==> config.mk <==
export PLATFORM = sky130hd
export DESIGN_NAME = cpu_alu_datapath
export DESIGN_NICKNAME = d
export VERILOG_FILES = /design/src/common/alu_dp_pkg.sv /design/src/common/div_if.sv /design/src/hdl/cpu_alu_datapath.sv /design/src/hdl/alu_divider.sv
export SDC_FILE = /design/constraint.sdc
export NUM_CORES = 2
export LEC_CHECK = 0
export ABC_CLOCK_PERIOD_IN_PS = 22200
export BUFFER_PORTS_ARGS = -buffer_cell sky130_fd_sc_hd__buf_2
export CAP_MARGIN = 10
export CORE_ASPECT_RATIO = 1.25
export CORE_MARGIN = 3
export CORE_UTILIZATION = 30
export DETAILED_ROUTE_END_ITERATION = 8
export PLACE_DENSITY_LB_ADDON = 0.12
export SLEW_MARGIN = 10
export SYNTH_ARGS = -nofsm -noshare
export SYNTH_HDL_FRONTEND = slang
export SYNTH_SLANG_ARGS = --single-unit
==> constraint.sdc <==
create_clock -name mclk -period 22.2 [get_ports mclk]
set_input_delay 5.55 -clock mclk [delete_from_list [all_inputs] [get_ports mclk]]
set_output_delay 5.55 -clock mclk [all_outputs]
set_load 0.02 [all_outputs]
==> src/common/alu_dp_pkg.sv <==
// Register map, control field layout, flag positions and opcodes
// of the CPU arithmetic datapath.
// Assumes nothing of its surroundings; both design files import it.
package alu_dp_pkg;
	// Register byte offsets
	localparam logic [7:0] OFS_CTRL              = 8'h00;
	localparam logic [7:0] OFS_MEM_IN            = 8'h04;
	localparam logic [7:0] OFS_MEM_OUT           = 8'h08;
	localparam logic [7:0] OFS_STATUS_FLAGS_WORD = 8'h0c;
	localparam logic [7:0] OFS_WFILE             = 8'h40;
	// Control word fields, low bit of each
	localparam int CTL_OP      = 0;
	localparam int CTL_BYTE    = 4;
	localparam int CTL_SRC_MEM = 5;
	localparam int CTL_DST_MEM = 6;
	localparam int CTL_LONG    = 7;
	localparam int CTL_RA      = 8;
	localparam int CTL_RB      = 12;
	localparam int CTL_RD      = 16;
	localparam int CTL_LIT     = 20;
	// Bit positions in the status flags word
	localparam int POS_CARRY  = 0;
	localparam int POS_ZERO   = 1;
	localparam int POS_RANGE  = 2;
	localparam int POS_NEG    = 3;
	localparam int POS_NIBBLE = 8;
	localparam int POS_BUSY   = 15;
	localparam logic [15:0] FLAGS_WMASK = 16'h010f;
	// Reset values
	localparam logic [15:0] FLAGS_RST = 16'h0000;
	localparam logic [15:0] WFILE_RST = 16'h0000;
	localparam logic [31:0] CTRL_RST  = 32'h0000_0000;
	localparam logic [15:0] MEM_RST   = 16'h0000;
	// Fixed working register roles
	localparam logic [3:0] QUOT_IDX  = 4'h0;
	localparam logic [3:0] REM_IDX   = 4'h1;
	localparam logic [3:0] STACK_IDX = 4'hf;
	// Divide iterations, one per divisor bit
	localparam int DIV_STEPS = 16;
	// Operations
	typedef enum logic [3:0] {
		ALU_ADD  = 4'b0000, ALU_SUB  = 4'b0001, ALU_AND  = 4'b0010, ALU_IOR  = 4'b0011,
		ALU_XOR  = 4'b0100, ALU_SHL  = 4'b0101, ALU_LSR  = 4'b0110, ALU_ASR  = 4'b0111,
		MUL_SS   = 4'b1000, MUL_UU   = 4'b1001, MUL_SU   = 4'b1010, MUL_US   = 4'b1011,
		MUL_SLIT = 4'b1100, MUL_ULIT = 4'b1101, DIV_S    = 4'b1110, DIV_U    = 4'b1111
	} op_e;
	// Divider sequencing
	typedef enum logic [1:0] {
		DV_IDLE = 2'b00,
		DV_RUN  = 2'b01,
		DV_FIX  = 2'b10
	} div_state_e;
endpackage

==> src/common/div_if.sv <==
// Operand and answer bundle between the datapath and its divider.
// Assumes both ends run on the same clock.
`timescale 1ns/1ps
interface div_if;
	logic        start;     // One-cycle launch
	logic        isSigned;  // Signed divide
	logic [31:0] dividend;  // Already widened to 32 bits
	logic [15:0] divisor;   // Divisor word
	logic        busy;      // High while iterating and fixing
	logic        done;      // One cycle, answer valid
	logic [15:0] quotient;  // Signed-corrected quotient
	logic [15:0] remainder; // Signed-corrected remainder
	modport ctrl (output start, isSigned, dividend, divisor,
		input busy, done, quotient, remainder);
	modport unit (input start, isSigned, dividend, divisor,
		output busy, done, quotient, remainder);
endinterface

==> src/hdl/cpu_alu_datapath.sv <==
// CPU arithmetic datapath: ALU, status flags, 17x17 multiplier, divider
// control and the sixteen-entry working register file behind AHB-Lite.
// Assumes one AHB-Lite master doing single word transfers.
`timescale 1ns/1ps
module cpu_alu_datapath
	import alu_dp_pkg::*;
#(
	parameter int ADDR_W = 8
) (
	// Clock and reset
	input  wire logic              mclk,
	input  wire logic              arst_n,
	// AHB-Lite slave
	input  wire logic              hsel,
	input  wire logic [ADDR_W-1:0] haddr,
	input  wire logic [1:0]        htrans,
	input  wire logic              hwrite,
	input  wire logic [2:0]        hsize,
	input  wire logic [31:0]       hwdata,
	input  wire logic              hready,
	output logic                   hreadyout,
	output logic                   hresp,
	output logic [31:0]            hrdata,
	// Core view
	output logic [15:0]            stackPointer
);
	localparam int NUM_W = 16;

	// The map needs offsets up to 0x7c
	if (ADDR_W < 7) begin : g_chk
		$error("ADDR_W too small for the register map");
	end

	// Bus slave state
	logic              pend_reg;    // Data phase outstanding
	logic [ADDR_W-1:0] addr_reg;    // Captured address
	logic              isWrite_reg; // Captured direction
	logic              ready_reg;   // Drives hreadyout
	logic              resp_reg;    // Always OKAY
	logic [31:0]       rdata_reg;   // Read data
	// Software-visible registers
	logic [31:0]       ctrl_reg;           // Last control word
	logic [15:0]       memIn_reg;          // Memory-side operand
	logic [15:0]       memOut_reg;         // Memory-side result
	logic [15:0]       statusFlags_reg;    // Status flags word
	logic [15:0]       statusFlags_next;
	logic [15:0]       wfile_reg [NUM_W];  // Working registers

	div_if dv ();

	// Divider unit
	alu_divider u_div (
		.mclk   (mclk),
		.arst_n (arst_n),
		.dv     (dv.unit)
	);

	// Address phase accept and data phase execute
	wire accept  = hsel & htrans[1] & hready;
	// Any access waits while a divide runs, so its write-back never collides
	wire doAcc   = pend_reg & ~dv.busy;
	wire busWr   = doAcc & isWrite_reg;
	wire busRd   = doAcc & ~isWrite_reg;
	wire aligned = addr_reg[1:0] == 2'b00;

	// Register decode
	wire hitCtrl   = addr_reg == ADDR_W'(OFS_CTRL);
	wire hitMemIn  = addr_reg == ADDR_W'(OFS_MEM_IN);
	wire hitMemOut = addr_reg == ADDR_W'(OFS_MEM_OUT);
	wire hitFlags  = addr_reg == ADDR_W'(OFS_STATUS_FLAGS_WORD);
	wire hitWfile  = (addr_reg[ADDR_W-1:6] == (ADDR_W-6)'(OFS_WFILE >> 6)) & aligned;
	wire [3:0] wIdx = addr_reg[5:2];

	// Control word fields, taken from the write data in the execute cycle
	wire       ctrlWr = busWr & hitCtrl;
	op_e       op;
	assign op = op_e'(hwdata[CTL_OP+3:CTL_OP]);
	wire       byteMd = hwdata[CTL_BYTE];
	wire       srcMem = hwdata[CTL_SRC_MEM];
	wire       dstMem = hwdata[CTL_DST_MEM];
	wire       isLong = hwdata[CTL_LONG];
	wire [3:0] raIdx  = hwdata[CTL_RA+3:CTL_RA];
	wire [3:0] rbIdx  = hwdata[CTL_RB+3:CTL_RB];
	wire [3:0] rdIdx  = hwdata[CTL_RD+3:CTL_RD];
	wire [4:0] litVal = hwdata[CTL_LIT+4:CTL_LIT];

	// Operation classes
	wire isSub   = op == ALU_SUB;
	wire isArith = (op == ALU_ADD) | isSub;
	wire isLogic = (op == ALU_AND) | (op == ALU_IOR) | (op == ALU_XOR);
	wire isShift = (op == ALU_SHL) | (op == ALU_LSR) | (op == ALU_ASR);
	wire isDiv   = (op == DIV_S) | (op == DIV_U);
	wire isMul   = op[3] & ~isDiv;
	wire isLit   = (op == MUL_SLIT) | (op == MUL_ULIT);
	wire exeAlu  = ctrlWr & ~isDiv;

	// Operand fetch
	wire [15:0] aOp = wfile_reg[raIdx];
	wire [15:0] bOp = srcMem ? memIn_reg : wfile_reg[rbIdx];
	// Width masking, byte operands zero-extended
	wire [15:0] aM  = byteMd ? {8'h00, aOp[7:0]} : aOp;
	wire [15:0] bM  = byteMd ? {8'h00, bOp[7:0]} : bOp;

	// Adder: subtract adds the inverted operand plus one
	wire [15:0] bE  = isSub ? (byteMd ? {8'h00, ~bM[7:0]} : ~bM) : bM;
	wire [16:0] sum17 = {1'b0, aM} + {1'b0, bE} + {16'h0000, isSub};
	wire [4:0]  nib5  = {1'b0, aM[3:0]} + {1'b0, bE[3:0]} + {4'h0, isSub};
	wire [8:0]  nib9  = {1'b0, aM[7:0]} + {1'b0, bE[7:0]} + {8'h00, isSub};

	// Shifter, amount from the second operand
	wire [3:0]  shamt = bOp[3:0];
	wire [15:0] aS    = byteMd ? {{8{aOp[7]}}, aOp[7:0]} : aOp;
	wire [16:0] shl17 = {1'b0, aM} << shamt;
	wire [16:0] lsr17 = {aM, 1'b0} >> shamt;
	wire [16:0] asr17 = $unsigned($signed({aS, 1'b0}) >>> shamt);

	// Multiplier: sign extension to 17 bits selects the mode
	wire aSgn = (op == MUL_SS) | (op == MUL_SU) | (op == MUL_SLIT);
	wire bSgn = (op == MUL_SS) | (op == MUL_US);
	// Literal modes use the 5-bit field as unsigned
	wire [15:0] aMul = byteMd ? aM : aOp;
	wire [15:0] bMul = isLit ? {11'h000, litVal} : (byteMd ? bM : bOp);
	wire [16:0] mulA = {aSgn & aMul[15], aMul};
	wire [16:0] mulB = {bSgn & bMul[15] & ~isLit, bMul};
	logic signed [33:0] mulP;
	assign mulP = $signed(mulA) * $signed(mulB);
	// Unsigned byte by byte gives one word
	wire mulWide = isMul & ~(byteMd & (op == MUL_UU));

	// Result select
	logic [15:0] aluRes;
	logic        shC;
	always_comb begin
		aluRes = 16'h0000;
		shC    = statusFlags_reg[POS_CARRY];
		unique case (op)
			ALU_ADD, ALU_SUB: aluRes = sum17[15:0];
			ALU_AND: aluRes = aM & bM;
			ALU_IOR: aluRes = aM | bM;
			ALU_XOR: aluRes = aM ^ bM;
			// Carry takes the last bit shifted out
			ALU_SHL: begin
				aluRes = shl17[15:0];
				shC    = byteMd ? shl17[8] : shl17[16];
			end
			ALU_LSR: begin
				aluRes = lsr17[16:1];
				shC    = lsr17[0];
			end
			ALU_ASR: begin
				aluRes = asr17[16:1];
				shC    = asr17[0];
			end
			MUL_SS, MUL_UU, MUL_SU, MUL_US, MUL_SLIT, MUL_ULIT: aluRes = mulP[15:0];
			DIV_S, DIV_U: aluRes = 16'h0000;
		endcase
	end

	// Flag terms from the selected width
	wire resZero = byteMd ? (aluRes[7:0] == 8'h00) : (aluRes == 16'h0000);
	wire resNeg  = byteMd ? aluRes[7] : aluRes[15];
	wire carryA  = byteMd ? sum17[8] : sum17[16];
	wire nibC    = byteMd ? nib5[4] : nib9[8];
	wire signA   = byteMd ? aM[7] : aM[15];
	wire signB   = byteMd ? bE[7] : bE[15];
	wire rangeX  = (signA == signB) & (resNeg != signA);

	// Flag update; subtract leaves carry set when nothing was borrowed
	always_comb begin
		statusFlags_next = statusFlags_reg;
		if (exeAlu && (isArith || isLogic || isShift)) begin
			statusFlags_next[POS_ZERO] = resZero;
			statusFlags_next[POS_NEG]  = resNeg;
		end
		if (exeAlu && isArith) begin
			statusFlags_next[POS_CARRY]  = carryA;
			statusFlags_next[POS_NIBBLE] = nibC;
			statusFlags_next[POS_RANGE]  = rangeX;
		end
		// A zero shift keeps the old carry
		if (exeAlu && isShift && (shamt != 4'h0)) begin
			statusFlags_next[POS_CARRY] = shC;
		end
	end

	// Write-back: byte results other than products keep the destination's upper byte
	wire [15:0] dstOld   = dstMem ? memOut_reg : wfile_reg[rdIdx];
	wire [15:0] loVal    = isMul ? mulP[15:0] :
		(byteMd ? {dstOld[15:8], aluRes[7:0]} : aluRes);
	// Wide products land in the even/odd pair holding the destination
	wire [3:0]  loIdx    = mulWide ? {rdIdx[3:1], 1'b0} : rdIdx;
	wire [3:0]  hiIdx    = {rdIdx[3:1], 1'b1};
	wire        aluWe    = exeAlu & ~dstMem;

	// Divider launch; the long form reads the aligned pair
	wire [3:0]  pairLo   = {raIdx[3:1], 1'b0};
	wire [3:0]  pairHi   = {raIdx[3:1], 1'b1};
	wire [15:0] shortDvd = wfile_reg[raIdx];
	wire [15:0] shortExt = (op == DIV_S) ? {16{shortDvd[15]}} : 16'h0000;
	assign dv.start    = ctrlWr & isDiv;
	assign dv.isSigned = op == DIV_S;
	assign dv.dividend = isLong ? {wfile_reg[pairHi], wfile_reg[pairLo]} :
		{shortExt, shortDvd};
	// Any working register may hold the divisor
	assign dv.divisor  = wfile_reg[rbIdx];

	// Working register file, one flop word per entry
	for (genvar i = 0; i < NUM_W; i++) begin : g_wfile
		always_ff @(posedge mclk or negedge arst_n) begin
			if (!arst_n) begin
				wfile_reg[i] <= WFILE_RST;
			end else if (dv.done && (4'(i) == QUOT_IDX)) begin
				wfile_reg[i] <= dv.quotient;
			end else if (dv.done && (4'(i) == REM_IDX)) begin
				wfile_reg[i] <= dv.remainder;
			end else if (busWr && hitWfile && (wIdx == 4'(i))) begin
				wfile_reg[i] <= hwdata[15:0];
			end else if (aluWe && (loIdx == 4'(i))) begin
				wfile_reg[i] <= loVal;
			end else if (aluWe && mulWide && (hiIdx == 4'(i))) begin
				wfile_reg[i] <= mulP[31:16];
			end
		end
	end

	// Stack pointer is the top entry
	assign stackPointer = wfile_reg[STACK_IDX];

	// Status word as read, busy reads 0 since reads wait out a divide
	wire [15:0] statusRd = statusFlags_reg | (16'(dv.busy) << POS_BUSY);

	// Read selection; unmapped offsets read zero
	wire [31:0] rdMux = hitCtrl   ? ctrl_reg :
		hitMemIn  ? {16'h0000, memIn_reg} :
		hitMemOut ? {16'h0000, memOut_reg} :
		hitFlags  ? {16'h0000, statusRd} :
		hitWfile  ? {16'h0000, wfile_reg[wIdx]} : 32'h0000_0000;

	// Bus handshake: every transfer gets one wait state, more while dividing
	always_ff @(posedge mclk or negedge arst_n) begin
		if (!arst_n) begin
			pend_reg    <= 1'b0;
			addr_reg    <= '0;
			isWrite_reg <= 1'b0;
			ready_reg   <= 1'b1;
			resp_reg    <= 1'b0;
		end else begin
			pend_reg  <= accept | (pend_reg & ~doAcc);
			ready_reg <= ~accept & (ready_reg | doAcc);
			resp_reg  <= 1'b0;
			if (accept) begin
				addr_reg    <= haddr;
				isWrite_reg <= hwrite;
			end
		end
	end

	// Read data register, loaded in the execute cycle
	always_ff @(posedge mclk or negedge arst_n) begin
		if (!arst_n) begin
			rdata_reg <= 32'h0000_0000;
		end else if (busRd) begin
			rdata_reg <= rdMux;
		end
	end

	// Control and memory-side words
	always_ff @(posedge mclk or negedge arst_n) begin
		if (!arst_n) begin
			ctrl_reg   <= CTRL_RST;
			memIn_reg  <= MEM_RST;
			memOut_reg <= MEM_RST;
		end else begin
			if (ctrlWr) begin
				ctrl_reg <= hwdata;
			end
			if (busWr && hitMemIn) begin
				memIn_reg <= hwdata[15:0];
			end
			// Result to memory replaces a software write in the same word
			if (exeAlu && dstMem) begin
				memOut_reg <= loVal;
			end else if (busWr && hitMemOut) begin
				memOut_reg <= hwdata[15:0];
			end
		end
	end

	// Flags: software write or operation update, never both at once
	always_ff @(posedge mclk or negedge arst_n) begin
		if (!arst_n) begin
			statusFlags_reg <= FLAGS_RST;
		end else if (busWr && hitFlags) begin
			statusFlags_reg <= hwdata[15:0] & FLAGS_WMASK;
		end else begin
			statusFlags_reg <= statusFlags_next;
		end
	end

	assign hreadyout = ready_reg;
	assign hresp     = resp_reg;
	assign hrdata    = rdata_reg;

	wire [31:0] ssProd  = {{16{aOp[15]}}, aOp} * {{16{bOp[15]}}, bOp};
	wire [31:0] litProd = {16'h0000, aOp} * {27'h0000000, litVal};
endmodule

==> src/hdl/alu_divider.sv <==
// Iterative restoring divider: 32/16 magnitude division, signs fixed last.
// Assumes start comes only while idle and the dividend is pre-widened.
`timescale 1ns/1ps
module alu_divider
	import alu_dp_pkg::*;
(
	// Clock and reset
	input  wire logic mclk,
	input  wire logic arst_n,
	// Operand and answer bundle
	div_if.unit       dv
);
	localparam logic [3:0] LAST_STEP = 4'(DIV_STEPS - 1);

	div_state_e  state_reg;  // Sequencer
	logic [16:0] rem_reg;    // Partial remainder
	logic [15:0] quo_reg;    // Dividend low bits, becoming quotient
	logic [15:0] magD_reg;   // Divisor magnitude
	logic [3:0]  cnt_reg;    // Iteration count
	logic        negN_reg;   // Dividend was negative
	logic        negD_reg;   // Divisor was negative

	// Magnitudes of the launch operands
	wire        negN = dv.isSigned & dv.dividend[31];
	wire        negD = dv.isSigned & dv.divisor[15];
	wire [31:0] magN = negN ? (~dv.dividend + 32'h1) : dv.dividend;
	wire [15:0] magD = negD ? (~dv.divisor + 16'h1) : dv.divisor;
	// One restoring step
	wire [16:0] shifted = {rem_reg[15:0], quo_reg[15]};
	wire        fits    = shifted >= {1'b0, magD_reg};
	wire [16:0] diff    = shifted - {1'b0, magD_reg};

	// Sequencer: sixteen steps whatever the dividend length
	always_ff @(posedge mclk or negedge arst_n) begin
		if (!arst_n) begin
			state_reg <= DV_IDLE;
			rem_reg   <= 17'h00000;
			quo_reg   <= 16'h0000;
			magD_reg  <= 16'h0000;
			cnt_reg   <= 4'h0;
			negN_reg  <= 1'b0;
			negD_reg  <= 1'b0;
		end else begin
			unique case (state_reg)
				DV_IDLE: if (dv.start) begin
					state_reg <= DV_RUN;
					rem_reg   <= {1'b0, magN[31:16]};
					quo_reg   <= magN[15:0];
					magD_reg  <= magD;
					cnt_reg   <= 4'h0;
					negN_reg  <= negN;
					negD_reg  <= negD;
				end
				DV_RUN: begin
					// One quotient bit per cycle
					rem_reg <= fits ? diff : shifted;
					quo_reg <= {quo_reg[14:0], fits};
					cnt_reg <= cnt_reg + 4'h1;
					if (cnt_reg == LAST_STEP) begin
						state_reg <= DV_FIX;
					end
				end
				DV_FIX: state_reg <= DV_IDLE;
				// Unused code 2'b11
				default: state_reg <= DV_IDLE;
			endcase
		end
	end

	// Sign correction on the stored magnitudes
	assign dv.busy      = state_reg != DV_IDLE;
	assign dv.done      = state_reg == DV_FIX;
	assign dv.quotient  = (negN_reg ^ negD_reg) ? (~quo_reg + 16'h1) : quo_reg;
	assign dv.remainder = negN_reg ? (~rem_reg[15:0] + 16'h1) : rem_reg[15:0];
endmodule

* Word level (Yosys, flattened, before mapping)
Cells that the tools add are included.
** Operators by class
- $add $sub $neg :: 12
- $mul :: 1
- Magnitude comparators :: 7
- Eq/ne operators :: 64
- Shift operators :: 3
- Mux-type cells :: 113
- Bitwise gates (word level) :: 58
- Reductions and logical operators :: 93
** Operators with widths (count)
- 16-bit 2-to-1 mux :: 80
- 16-bit binary-select mux with 4-bit select :: 6
- 16-bit case mux with 9 select lines :: 1
- 4-bit == test, second input constant :: 25
- 32-bit 2-to-1 mux :: 3
- 16-bit NOT :: 4
- 16-bit case mux with 2 select lines :: 2
- 1-bit logical AND :: 51
- 16-bit by 1-bit adder with 16-bit output, second input constant :: 3
- 4-bit by 3-bit == test with 1-bit output, second input constant :: 12
- 32-bit by 1-bit adder with 32-bit output, second input constant :: 1
- 17-bit by 17-bit multiplier with 32-bit output :: 1
- 32-bit NOT :: 1
- 5-bit >= comparator, second input constant :: 6
- 4-bit NOT with 5-bit output :: 6
- 4-bit by 2-bit == test with 1-bit output, second input constant :: 6
- 2-bit nonzero test :: 12
- 3-bit nonzero test :: 8
- 1-bit AND :: 21
- 16-bit by 16-bit adder with 17-bit output :: 1
- 17-bit by 1-bit adder with 17-bit output :: 1
- 17-bit by 16-bit >= comparator with 1-bit output :: 1
- 16-bit by 4-bit << shifter with 17-bit output :: 1
- 17-bit by 4-bit >> shifter with 17-bit output :: 1
- other kinds (45) :: 97
** Storage, ports and cells
- Flip-flop bits (word level) :: 424
- Output and inout bits :: 50

* Depth between registers and ports, before layout
- Word-level depth :: 17
- Depth in mapped cells :: 39
- Gate-level depth less buffers :: 32

* Modules after synthesis
From an unflattened synthesis, not the netlist that was laid out.
** Second synthesis, totals
- Cell total of the unflattened synthesis :: 4833
- Area, all modules :: 45672.6 µm²
** By module, submodules not included
- cpu_alu_datapath :: times used 1, cells an instance 4185, area an instance 40578.9 µm², sequential area each 9210.1 µm²
- alu_divider :: times used 1, cells an instance 648, area an instance 5093.6 µm², sequential area each 1401.3 µm²

* Least setup slack after synthesis
OpenSTA, ideal clock, no wires.
- Path type :: input port to flip-flop
- Start :: input port hwdata[12]
- End :: register wfile_reg (netlist bit stackPointer[12])
- Arrival time :: 14473 ps
- Required time :: 22074 ps
- Setup slack :: 7601 ps
- Stages :: 34
- Buffers on the path :: 6
- Cell sequence :: buf_2 > buf_6 > buf_4 > buf_4 > buf_4 > mux4_2 > mux4_2 > mux2_2 > mux2i_1 > clkbuf_1 > nor2_1 > fa_1 > inv_1 > fa_1 > fa_1 > inv_1 > fa_1 > inv_1 > fa_1 > inv_1 > fa_1 > ha_1 > a21o_1 > a21o_1 > a2111oi_0 > o41ai_1 > a41o_1 > a31o_2 > a21o_1 > a21oi_1 > a21oi_1 > xnor2_1 > a21oi_1 > a221o_1
** Between the ends
- Word-level cells in the longest chain between the ends :: 16
** RTL lines
- start: declaration :: RTL line cpu_alu_datapath.sv:19 : input wire logic [31:0] hwdata,
- parallel branches: the longest is 15 deep, another holds 17-bit by 17-bit multiplier with 32-bit output
- 16-bit 2-to-1 mux * :: RTL line cpu_alu_datapath.sv:216 : end else if (busWr && hitWfile && (wIdx == 4'(i))) begin
- end signal: indexed assignment :: RTL line cpu_alu_datapath.sv:215 : wfile_reg[i] <= dv.remainder;
- end signal: indexed assignment :: RTL line cpu_alu_datapath.sv:217 : wfile_reg[i] <= hwdata[15:0];
- end signal: indexed assignment :: RTL line cpu_alu_datapath.sv:219 : wfile_reg[i] <= loVal;
- end: declaration :: RTL line cpu_alu_datapath.sv:47 : logic [15:0] wfile_reg [NUM_W];
Mark *: on every way between the ends. The select of a mux whose other input is x is not followed.
A chain may end at the register's enable or synchronous reset.

* Final worst setup path
- Start :: input port hwdata[8]
- End :: register wfile_reg[236] (netlist name)
** Between the ends
- Word-level cells in the longest chain between the ends :: 13
** RTL lines
- 4-bit NOT with 5-bit output (not written as such) * :: RTL line cpu_alu_datapath.sv:98 : wire [15:0] aOp = wfile_reg[raIdx];
- 16-bit binary-select mux with 4-bit select * :: RTL line cpu_alu_datapath.sv:98
- 16-bit 2-to-1 mux (not written as such) * (2 in a row) :: RTL line cpu_alu_datapath.sv:98
- 16-bit 2-to-1 mux :: RTL line cpu_alu_datapath.sv:101 : wire [15:0] aM = byteMd ? {8'h00, aOp[7:0]} : aOp;
- 16-bit 2-to-1 mux / 16-bit by 16-bit adder with 17-bit output (equally long branches) :: RTL line cpu_alu_datapath.sv:121, cpu_alu_datapath.sv:106
- 17-bit by 17-bit multiplier with 32-bit output / 17-bit by 1-bit adder with 17-bit output (equally long branches) :: RTL line cpu_alu_datapath.sv:126, cpu_alu_datapath.sv:106
- 16-bit case mux with 9 select lines :: RTL line cpu_alu_datapath.sv:136 : unique case (op)
- 16-bit 2-to-1 mux :: RTL line cpu_alu_datapath.sv:189 : (byteMd ? {dstOld[15:8], aluRes[7:0]} : aluRes);
- 16-bit 2-to-1 mux :: RTL line cpu_alu_datapath.sv:188 : wire [15:0] loVal = isMul ? mulP[15:0] :
- 16-bit 2-to-1 mux * :: RTL line cpu_alu_datapath.sv:218 : end else if (aluWe && (loIdx == 4'(i))) begin
- 16-bit 2-to-1 mux * :: RTL line cpu_alu_datapath.sv:216
- 16-bit 2-to-1 mux * :: RTL line cpu_alu_datapath.sv:214 : end else if (dv.done && (4'(i) == REM_IDX)) begin
Every way passes the cells marked *; elsewhere a longest branch is shown, timed or not. The select of a mux whose other input is x is not followed.

==> summary.md <==
| Metric | Value |
|---|---|
| Status | `complete, no violations` |
| Net switching power | `1100 uW` |
| Die width | `356 microns` |
| Post-Synth Simple-Gate Area | `0.132` |
| Critical path peak fanout | `34` |
| Final ANT Viol Nets | `0` |
| Synth warn | `0` |
| Crit path DAT | `16.74 ns` |
| Dpl ws | `5.54 ns` |
| Layout cells sized above 1 | `0.167` |
| Max IR drop VDD | `~0.000055 V` |
| Startpoint types | `input pin` |
| DR WL/cell | `34.1 microns` |
| Sequential power share | `0.333` |
| # hold bufs at CTS | `0` |
| Max FFs per register | `240` |
| DRT iter0 DRCs | `4,825` |
| Vias in the first global route | `42,300` |
| CTS tree | `built` |
| WHS | `0.470 ns` |
| Async SR Flop Fraction | `1.00` |
| Worst-path clk slew | `0.06 ns` |
| Core area | `~150,000 sq um` |
| Max-Cap Viols | `0` |
| Cell variety after synth | `95` |
| Mapped Cells | `about 4,900` |
| Sw Share | `0.401` |
| GRT Overall Usage | `0.292` |
| Mux share of post-synthesis cell area | `0.194` |
| Max Clk Rate | `0.0617 GHz` |
| Minimum clock period | `16.20 ns` |
| CTS buffer count | `51` |
| Hold/Removal Path Class | `reg2reg` |
| Part of the cycle the worst path needs | `0.730` |
| Post-DP Area | `48,600 sq um` |
| Adder-Cell Fraction of Synth Area | `0.165` |
| NumNets Final | `around 5,300` |
| Via count | `42,100` |
| Most used cell, CP | `inv_1` |
| Flip-flop and latch count after synthesis | `424` |
| Antenna violations before repair | `13` |
| Final Instance Area | `50,300 sq um` |
| Min setup slack post-route | `6.00 ns` |
| Clk root buf | `clkbuf_16` |
| CTS sink count | `424` |
| First-pass iteration count of the detailed router | `8` |
| Syn_nets | `5,391` |
| # Post-CTS Setup Buffers | `0` |
| Total Wirelength | `about 230 mm` |
| Die Area | `158,000 sq um` |
| H-tree depth | `2` |
| Slowest stage delay, CP | `0.82 ns` |
| Synth Area in XOR/XNOR | `0.0273` |
| Main combinational cell family by area after synthesis | `multiplexers` |
| Vias per cell | `6.13` |
| CP Data Required Time | `22.74 ns` |
| Filler cells | `15,900` |
| EDFF count, synth | `0` |
| Int Pwr | `1640 uW` |
| CP max-delay cell | `a2111oi_0` |
| Layout Skew | `0.0336 ns` |
| Slew @ Worst Pin | `1.33 ns` |
| Initial Util | `0.304` |
| Max-slew headroom | `0.113` |
| Row cnt | `159` |
| Final setup viols | `0` |
| Largest net degree at the start of global routing | `74` |
| Compound-Gate Fraction of Synth Area | `0.176` |
| Crit end category | `register` |
| Area grow syn2layout | `9.56%` |
| Final slew viol count | `0` |
| CTS max path bufs | `3` |
| IO Count | `100` |
| Leak | `0.0209 uW` |
| Type of the worst setup path | `in2reg` |
| Clk_lat worst skew | `0.66 ns` |
| Sequential-to-total area share from yosys stat | `0.231` |
| Cell area after synthesis | `45,900 sq um` |
| Avg Synthesized Cell Area | `9.36 sq um` |
| Post-CTS sizing | `0` |
| Clock network fraction of total power | `0.324` |
| Total congestion overflow | `0` |
| Comb power frac | `0.343` |
| Power density cells | `54.4 nW/um^2` |
| First-pass GRT wire length | `330 mm` |
| Post-Route Setup TNS | `0 ns` |
| Die H | `443 microns` |
| Main flop type after synthesis | `dfrtp_1` |
| Final Hold Vio Count | `0` |
| RSZ-0062 raised after global routing | `false` |
| Routability Congestion | `0.988` |
| Post-detail-place hpwl | `approximately 170 mm` |
| Port bufs | `94` |
| DRC | `0` |
routing by layer:
metal,wire length [microns],part of all wire,GRT usage,up-vias
li1,-,-,-,17600
met1,86600,0.37,0.348,21800
met2,110000,0.47,0.474,2130
met3,16500,0.071,0.0477,617
met4,21500,0.092,0.218,0
met5,0,0,0,-
per-stage QoR:
stage / total power (uW) / std cells / util
floorplan: 1470 / 4905 / -
global placement: 1840 / 6777 / 0.322
detailed placement: 1840 / 6777 / 0.322
CTS: 2740 / 6868 / 0.333
global route: 2840 / 6869 / 0.333
finish: 2740 / 6873 / 0.333
area by class of cell:
cell class | instances | area [sq um] | area share
multi-input combinational | 3665 | 32200 | 0.640
sequential | 424 | 10600 | 0.211
tap | 2012 | 2520 | 0.0501
timing repair buffer | 262 | 1770 | 0.0351
inverter | 414 | 1550 | 0.0309
clock buffer | 70 | 1420 | 0.0282
clock inverter | 21 | 238 | 0.00473
antenna | 5 | 12.5 | 0.000249
cells in the final DEF (no fill, tap or decap), drive strengths merged, types with 151 or more instances in the layout:
master	n
a21oi	186
ha	151
buf	262
nand2	553
mux4	330
fa	285
o21ai	439
nor2	416
a22oi	193
inv	412
dfrtp	423
critical path, delay by kind of cell:
kind                     cells  cell delay (ns)
AO/OA/AOI/OAI               10             3.58
buffers and inverters       10             2.91
adder cells (fa/ha/maj)      7             2.63
AND/OR/NAND/NOR              3             0.94
multiplexers                 1             0.61
XOR/XNOR                     1             0.35
power by group through the flow:
stage,registers (uW),logic [uW],clock network (uW)
3_5_place_dp,921,923,0
5_1_grt,916,1000,927
6_report,911,938,888
2_1_floorplan,879,595,0
4_1_cts,907,928,904
3_3_place_gp,921,923,0
logic make-up after synthesis:
group,count (synthesis)
DFF,424
AOI/OAI and AO/OA,1236
xor gates and xnor gates,143
buffers and inverters,816
and+or+nand+nor,1387
muxes,462
adders and majority gates,436
other,1
synth_stat cells, drive strengths merged (33+ instances only):
library cell    n  share of area
nand2         553          0.045
o21ai         439          0.048
dfrtp         423           0.23
nor2          416          0.034
inv           409          0.033
mux4          330           0.16
fa            285           0.12
clkbuf        281          0.023
a22oi         193          0.032
a21oi         186          0.021
ha            151          0.041
buf           121          0.017
nand3         121          0.013
nor3           95          0.011
xnor2          91          0.017
mux2i          69          0.015
mux2           63          0.015
xor2           52         0.0099
a31oi          45         0.0061
o221ai         38         0.0072
nand2b         34         0.0046
a221o          33         0.0072
path summary, 6_finish.rpt:
check	startpoint	endpoint	slack (ns)	depth (start not counted)
worst max-delay path	hwdata[8]	wfile_reg[236]	6.00	32
worst min-delay path	hrdata[12]	hrdata[12]	0.47	2
worst max register to register	wfile_reg[229]	wfile_reg[236]	11.57	27
worst min register to register	hrdata[12]	hrdata[12]	0.47	2
max in group asynchronous	arst_n	hrdata[12]	14.10	4
min in group asynchronous	arst_n	wfile_reg[66]	4.89	1
Note: power is estimated with default switching activity, not from simulation.
